File: src/inc/coi_map.svh
`ifndef COI_MAP_SVH
`define COI_MAP_SVH

// register byte addresses on the special function register bus
`define COI_ADDR_BT1 8'hb4
`define COI_ADDR_STAT_HI 8'hba
`define COI_ADDR_STAT_LO 8'hbb
`define COI_ADDR_EN_HI 8'hc2
`define COI_ADDR_EN_LO 8'hc3

// field layout
`define COI_BRP_LSB 1
`define COI_BRP_MSB 6
`define COI_BRP_W 6
`define COI_HI_OBJS 7
`define COI_LO_OBJS 8
`define COI_HI_BASE 8
`define COI_NUM_OBJS 15

// reset values
`define COI_RST_BYTE 8'h00
`define COI_RST_BRP 6'h00

`endif

File: src/inc/coi_pkg.sv
package coi_pkg;

    typedef struct packed {
        logic [7:0] flags;
        logic [7:0] en;
    } coi_bank_st_t;

    typedef struct packed {
        logic [5:0] brp;
        logic [5:0] cnt;
        logic tick;
    } coi_presc_st_t;

    typedef struct packed {
        logic [7:0] rdata;
        logic irq;
    } coi_top_st_t;

endpackage : coi_pkg

File: src/inc/coi_sfr_if.sv
`timescale 1ns/1ps

interface coi_sfr_if;
    logic wr;
    logic [7:0] addr;
    logic [7:0] wdata;

    modport master (
        output wr,
        output addr,
        output wdata
    );

    modport slave (
        input wr,
        input addr,
        input wdata
    );
endinterface : coi_sfr_if

File: src/hw/coi_irq_bank.sv
`timescale 1ns/1ps
`include "coi_map.svh"

module coi_irq_bank
    import coi_pkg::*;
#(
    parameter int N = 8,
    parameter logic [7:0] EN_ADDR = `COI_ADDR_EN_LO
)
(
    input wire logic clk,
    input wire logic rst,
    coi_sfr_if.slave bus,
    input wire logic [N-1:0] cond,
    output logic [7:0] flags,
    output logic [7:0] en
);

    localparam logic [7:0] MASK = 8'((9'h001 << N) - 9'h001);

    coi_bank_st_t st;
    coi_bank_st_t next_st;

    always_comb
    begin
        next_st = st;
        // flag mirrors the object's pending condition; no write path exists
        next_st.flags = 8'(cond) & MASK;
        if (bus.wr && bus.addr == EN_ADDR)
        begin
            next_st.en = bus.wdata & MASK;
        end
    end

    always_ff @(posedge clk or posedge rst)
    begin
        if (rst)
        begin
            st <= '{flags: `COI_RST_BYTE, en: `COI_RST_BYTE};
        end
        else
        begin
            st <= next_st;
        end
    end

    assign flags = st.flags;
    assign en = st.en;

endmodule : coi_irq_bank

File: src/hw/coi_prescaler.sv
`timescale 1ns/1ps
`include "coi_map.svh"

module coi_prescaler
    import coi_pkg::*;
(
    input wire logic clk,
    input wire logic rst,
    coi_sfr_if.slave bus,
    output logic [5:0] brp,
    output logic tick
);

    coi_presc_st_t st;
    coi_presc_st_t next_st;
    logic hit;

    assign hit = bus.wr && bus.addr == `COI_ADDR_BT1;

    always_comb
    begin
        next_st = st;
        if (hit)
        begin
            // reserved bits 7 and 0 are not stored
            next_st.brp = bus.wdata[`COI_BRP_MSB:`COI_BRP_LSB];
            next_st.cnt = 6'h00;
            next_st.tick = 1'b0;
        end
        else if (st.cnt == st.brp)
        begin
            // one scaled clock every brp+1 input clocks
            next_st.cnt = 6'h00;
            next_st.tick = 1'b1;
        end
        else
        begin
            next_st.cnt = st.cnt + 6'h01;
            next_st.tick = 1'b0;
        end
    end

    always_ff @(posedge clk or posedge rst)
    begin
        if (rst)
        begin
            st <= '{brp: `COI_RST_BRP, cnt: 6'h00, tick: 1'b0};
        end
        else
        begin
            st <= next_st;
        end
    end

    assign brp = st.brp;
    assign tick = st.tick;

    // helper: cycles since the last tick, and whether the period ran untouched
    logic [6:0] gap;
    logic clean;

    always_ff @(posedge clk or posedge rst)
    begin
        if (rst)
        begin
            gap <= 7'h00;
            clean <= 1'b0;
        end
        else
        begin
            gap <= (st.tick || hit) ? 7'h00 : gap + 7'h01;
            clean <= hit ? 1'b0 : (st.tick ? 1'b1 : clean);
        end
    end
endmodule : coi_prescaler

File: src/hw/coi_top.sv
`timescale 1ns/1ps
`include "coi_map.svh"

module coi_top
    import coi_pkg::*;
(
    input wire logic clk,
    input wire logic rst,
    input wire logic [7:0] sfr_addr,
    input wire logic sfr_wr,
    input wire logic sfr_rd,
    input wire logic [7:0] sfr_wdata,
    input wire logic [14:0] obj_irq_cond,
    output logic [7:0] sfr_rdata,
    output logic obj_irq_req,
    output logic scl_tick,
    output logic [5:0] baud_prescaler_field
);

    coi_sfr_if bus ();

    assign bus.wr = sfr_wr;
    assign bus.addr = sfr_addr;
    assign bus.wdata = sfr_wdata;

    logic [7:0] object_irq_flags_upper;
    logic [7:0] object_irq_flags_lower;
    logic [7:0] object_irq_enables_upper;
    logic [7:0] object_irq_enables_lower;

    // objects 8..14 land on bits 0..6 of the upper pair
    coi_irq_bank #(
        .N(`COI_HI_OBJS),
        .EN_ADDR(`COI_ADDR_EN_HI)
    ) u_bank_hi (
        .clk(clk),
        .rst(rst),
        .bus(bus),
        .cond(obj_irq_cond[`COI_NUM_OBJS-1:`COI_HI_BASE]),
        .flags(object_irq_flags_upper),
        .en(object_irq_enables_upper)
    );

    coi_irq_bank #(
        .N(`COI_LO_OBJS),
        .EN_ADDR(`COI_ADDR_EN_LO)
    ) u_bank_lo (
        .clk(clk),
        .rst(rst),
        .bus(bus),
        .cond(obj_irq_cond[`COI_HI_BASE-1:0]),
        .flags(object_irq_flags_lower),
        .en(object_irq_enables_lower)
    );

    // bit timing can be rewritten by software at any time; a write restarts the count
    coi_prescaler u_presc (
        .clk(clk),
        .rst(rst),
        .bus(bus),
        .brp(baud_prescaler_field),
        .tick(scl_tick)
    );

    coi_top_st_t st;
    coi_top_st_t next_st;

    always_comb
    begin
        next_st = st;
        next_st.irq = |((object_irq_flags_upper & object_irq_enables_upper)
            | (object_irq_flags_lower & object_irq_enables_lower));
        if (sfr_rd)
        begin
            if (sfr_addr == `COI_ADDR_STAT_HI)
            begin
                next_st.rdata = object_irq_flags_upper;
            end
            else if (sfr_addr == `COI_ADDR_STAT_LO)
            begin
                next_st.rdata = object_irq_flags_lower;
            end
            else if (sfr_addr == `COI_ADDR_EN_HI)
            begin
                next_st.rdata = object_irq_enables_upper;
            end
            else if (sfr_addr == `COI_ADDR_EN_LO)
            begin
                next_st.rdata = object_irq_enables_lower;
            end
            else if (sfr_addr == `COI_ADDR_BT1)
            begin
                // reserved bits 7 and 0 read as zero
                next_st.rdata = {1'b0, baud_prescaler_field, 1'b0};
            end
            else
            begin
                next_st.rdata = 8'h00;
            end
        end
    end

    always_ff @(posedge clk or posedge rst)
    begin
        if (rst)
        begin
            st <= '{rdata: `COI_RST_BYTE, irq: 1'b0};
        end
        else
        begin
            st <= next_st;
        end
    end

    assign sfr_rdata = st.rdata;
    assign obj_irq_req = st.irq;
endmodule : coi_top

File: config.mk
export PLATFORM = sky130hd
export DESIGN_NAME = coi_top
export DESIGN_NICKNAME = d
export VERILOG_FILES = /design/src/inc/coi_pkg.sv /design/src/inc/coi_sfr_if.sv /design/src/hw/coi_irq_bank.sv /design/src/hw/coi_prescaler.sv /design/src/hw/coi_top.sv
export VERILOG_INCLUDE_DIRS = /design/src /design/src/inc
export SDC_FILE = /design/constraint.sdc
export NUM_CORES = 1
export LEC_CHECK = 0
export BUFFER_PORTS_ARGS = -buffer_cell sky130_fd_sc_hd__buf_2
export CORE_AREA = 3 3 86 80
export CTS_BUF_LIST = sky130_fd_sc_hd__clkbuf_4 sky130_fd_sc_hd__clkbuf_8
export DETAILED_ROUTE_END_ITERATION = 10
export DIE_AREA = 0 0 89 83
export HOLD_SLACK_MARGIN = 0.05
export PLACE_DENSITY_LB_ADDON = 0.3
export SYNTH_ARGS = -nofsm -noshare
export SYNTH_HDL_FRONTEND = slang
export SYNTH_SLANG_ARGS = --single-unit
File: constraint.sdc
create_clock -name clk -period 4 [get_ports clk]
set_input_delay 0.4 -clock clk [delete_from_list [all_inputs] [get_ports clk]]
set_output_delay 0.4 -clock clk [all_outputs]
set_load 0.005 [all_outputs]
==> results.txt <==
- Result of the run: finished, final reports clean
- The critical path in this run is classified as in -> reg.
- The number of hold buffers added after CTS was 0.
* Total number of placement rows: 27
* Total power per unit cell area: 418 nW/µm²
- TritonCTS built the clock tree.
* Internal power summed over all cells: 0.839 mW
* Maximum root-to-sink buffer count: 2
* Post-detailed-routing wire length: 5560 µm
- In this run the count of I/O pins placed on the die edge is 51.
- Final net count: 279
* Mux contribution to synthesized area: 11.9%
- In the finished design, the share of the clock period the worst path needs comes to 44.0%.
- Height of the die: 83 µm
- Cell count after synthesis: 200
- Dividing the detail-routed via count by the number of cells gives 5.29.
* Largest voltage drop on the vdd net: 0.211 mV
- Combinational logic burns 15.0% of the power.
- In the final layout, the share of cells above drive strength 1 is 35.2%.
* Overall track demand over capacity in global routing: 15.8%
- Clock-pin slew on the worst setup and hold paths: 0.10 ns
- Synthesis produced a netlist with a net count of 236.
- The floorplan step defined a die boundary enclosing 7390 µm².
* Pin slew with the least headroom to its limit: 1.08 ns
* Number of register bits inferred by synthesis: 52
* Number of cells after detailed placement: 308
* Total of warnings raised by yosys: 0
- For this design the static power due to leakage is 1.35 nW.
* Multi-input combinational cell area: 982 µm²
- Clock buffer count from CTS: 5
- The first global-routing pass estimated 8790 µm of wire.
* Core area: 6050 µm²
* DRT iter0 DRCs: 112
- Startpoint kind of the worst setup timing path: primary input
* Leading post-synthesis cells by cell area: sky130_fd_sc_hd__dfrtp_1 54%, sky130_fd_sc_hd__mux2_2 9.8%, sky130_fd_sc_hd__xor2_1 2.9%
* Worst path arrival time: 1.96 ns
* WL/cell: 17.6 µm
* Main combinational cell family by area after synthesis: simple AND/OR/NAND/NOR gates
* Area grow syn2layout: 15.5%
- The worst hold path begins at obj_irq_cond[10].
* Final Non-Filler Cells: 316
* Top fanout value on the critical path: 18
- Yosys mapped a number of flops with a built-in enable equal to 0.
- Summed over all instances, the cell type with the most area after synthesis is sky130_fd_sc_hd__dfrtp_1.
- Gates resized during post-CTS repair numbered 0.
- Simple-Gate Fraction of Synth Area: 13.7%
- Max Clk Rate: 0.568 GHz
- Post-route DRC: 0
* Hold/Removal Path Class: in -> reg
- At the placement stage, the worst setup path has a slack of 1.92 ns.
- Vias after detailed routing: 1671
- Total global routing overflow: 0
- Launch point of the worst reg-to-reg path: u_bank_lo.flags[4]
- HPWL reported at the end of detailed placement: 4090 µm
* Post-synthesis adder-cell area fraction: 0.521%
- The clock drives 52 sinks.
- The number of max-slew violations in the final report was 0.
- Setup violations remaining at the end of the flow were counted as 0.
* Layout filler cell count: 571
- The tree is rooted in a sky130_fd_sc_hd__clkbuf_8.
- Count of TritonRoute iterations in the first routing pass: 4
* Post-synthesis compound-gate area fraction: 11.2%
* Endpoint required time on the critical path: 4.20 ns
* Reg area: 1300 µm²
* Buffers added on ports: 50
* Number of distinct library cell variants in the gate-level netlist after synthesis: 50
* Gp weighted congestion: 0.826
- Latest clock arrival within the worst-skew pair: 0.31 ns
- The detail route stage leaves a number of antenna-violating nets equal to 0.
* Via count of the first global-routing pass: 1664
- Async set-reset flop share out of synthesis: 100%
- In this run the power spent charging and discharging nets is 0.319 mW.
- Of the total power, the clock network draws 32.2%.
- Chip Width: 89 µm
- Hold violation total from the final report: 0
- In the synthesized netlist, the cells that appear most often are 52 x sky130_fd_sc_hd__dfrtp_1, 21 x sky130_fd_sc_hd__mux2_2, 11 x sky130_fd_sc_hd__nor2_1, 10 x sky130_fd_sc_hd__nand3_1, 9 x sky130_fd_sc_hd__inv_1.
- Setup total negative slack on the finished layout was measured at 0 ns.
- In this run switching power makes up 27.6% of total power.
- By instance count, the leading cell after synthesis is sky130_fd_sc_hd__dfrtp_1.
- After synthesis, flip-flops and latches occupy 54.2% of the total area.
- Maximum number of pins on one net before global-route repair: 53
- The synthesized netlist devotes 3.65% of its cell area to XOR and XNOR gates.
* Proportion of netlist area held by the largest area contributor: 54.2%
- On the final layout, the worst clock skew is 0.00429 ns.
* Slack of the critical path: 2.24 ns
- The initial utilization of the core area, before any placement, comes to 39.7%.
- Fin crit period: 1.76 ns
- Setup repair after global routing left no endpoint under its margin.
- Crit. End Element: register
- Antenna cells: 0
- H-tree Lvls: 2
- Headroom to the max-slew limit came out at 27.9%.
* Part of the total power dissipated in sequential elements: 52.8%
- The mapped netlist covers 2400 µm².
- The worst register-to-register path has a setup slack of 2.71 ns.
- Antenna violations before repair: 0
- Averaged over all synthesized cells, the footprint is 12.0 µm².
* Top_reg_cell synth: sky130_fd_sc_hd__dfrtp_1
- The most critical setup path has its startpoint at sfr_addr[0].
- Maximum Capacitance Violations: 0
- Number of setup buffers added after CTS: 0
-- path summary, 6_finish.rpt --
path | cells past startpoint | endpoint
setup / recovery | 5 | u_presc.brp[1]
hold / removal | 1 | u_bank_hi.flags[2]
setup reg to reg | 3 | obj_irq_req
hold reg to reg | 1 | u_presc.st[1]
max in group asynchronous | 2 | u_bank_hi.flags[5]
min in group asynchronous | 2 | u_presc.st[5]
-- power groups by stage --
stage	Sequential, mW	Clock (mW)	Combinational [mW]
after global placement	0.621	0	0.169
after detailed placement	0.623	0	0.175
after global routing	0.619	0.410	0.202
after CTS	0.612	0.382	0.176
final	0.612	0.373	0.173
after floorplan	0.613	0	0.121
-- per-stage QoR --
stage	power [mW]	util [%]	cell area (µm²)	hold WS (ns)
finish	1.16	45.9	2770	0.189
global route	1.23	45.9	2770	0.156
CTS	1.17	45.9	2770	0.177
detailed placement	0.798	43.9	2660	0.509
global placement	0.790	43.9	2660	0.498
floorplan	0.733	-	2400	0.431
-- flip-flops by register name, summed over array words and instances (netlist names) --
signal,count
u_presc.st,6
u_bank_lo.en,8
u_bank_hi.flags,7
obj_irq_req,1
u_presc.tick,1
u_presc.brp,6
sfr_rdata,8
u_bank_hi.en,7
u_bank_lo.flags,8
-- per-layer routing --
| layer | GRT usage [%] | part of all wire [%] | vias up |
|---|---|---|---|
| met1 | 22.4 | 47 | 807 |
| met4 | 4.06 | 0.95 | 0 |
| met3 | 4.86 | 6.0 | 5 |
| met2 | 23.4 | 46 | 51 |
| li1 | - | - | 808 |
| met5 | 0 | 0 | - |
-- placed cells by master, fill, tap and decap left out, types with 2 or more instances in the layout --
master / synthesis / layout
sky130_fd_sc_hd__a211oi_1: 4 / 4
sky130_fd_sc_hd__a22oi_1: 4 / 4
sky130_fd_sc_hd__a31oi_1: 2 / 2
sky130_fd_sc_hd__and2_1: 5 / 5
sky130_fd_sc_hd__and3_1: 2 / 2
sky130_fd_sc_hd__and4_1: 2 / 2
sky130_fd_sc_hd__buf_2: 1 / 50
sky130_fd_sc_hd__clkbuf_8: 0 / 5
sky130_fd_sc_hd__dfrtp_1: 52 / 52
sky130_fd_sc_hd__inv_1: 9 / 8
sky130_fd_sc_hd__mux2_2: 21 / 21
sky130_fd_sc_hd__mux2i_1: 5 / 5
sky130_fd_sc_hd__nand2_1: 4 / 4
sky130_fd_sc_hd__nand3_1: 10 / 10
sky130_fd_sc_hd__nor2_1: 11 / 11
sky130_fd_sc_hd__nor2b_1: 2 / 2
sky130_fd_sc_hd__nor3_1: 6 / 6
sky130_fd_sc_hd__o21ai_0: 6 / 6
sky130_fd_sc_hd__o221ai_1: 3 / 3
sky130_fd_sc_hd__o22ai_1: 3 / 3
sky130_fd_sc_hd__xnor2_1: 2 / 2
sky130_fd_sc_hd__xor2_1: 8 / 8
-- critical path, stage by stage --
cell and delay, ns:
sky130_fd_sc_hd__buf_2 0.24, sky130_fd_sc_hd__nor4b_1 0.40, sky130_fd_sc_hd__and2_1 0.34, sky130_fd_sc_hd__nand2_1 0.25
sky130_fd_sc_hd__mux2_2 0.33
-- area by class of cell --
| cell class | instances | area share (%) |
|---|---|---|
| Tap cell | 72 | 3.25 |
| Sequential cell | 52 | 46.9 |
| Multi-Input combinational cell | 125 | 35.4 |
| Clock inverter | 3 | 1.67 |
| Clock buffer | 5 | 2.48 |
| Timing Repair Buffer | 50 | 9.03 |
| Inverter | 9 | 1.22 |
-- kinds of logic (layout without fill, tap and decap cells) --
logic type / Yosys count / count (layout)
simple gates: 53 / 53
compound gates: 35 / 35
buf+inv: 23 / 67
mux: 26 / 26
xor+xnor: 10 / 10
fa+ha+maj: 1 / 1
flops: 52 / 52
(Power assumes the default switching activity.)
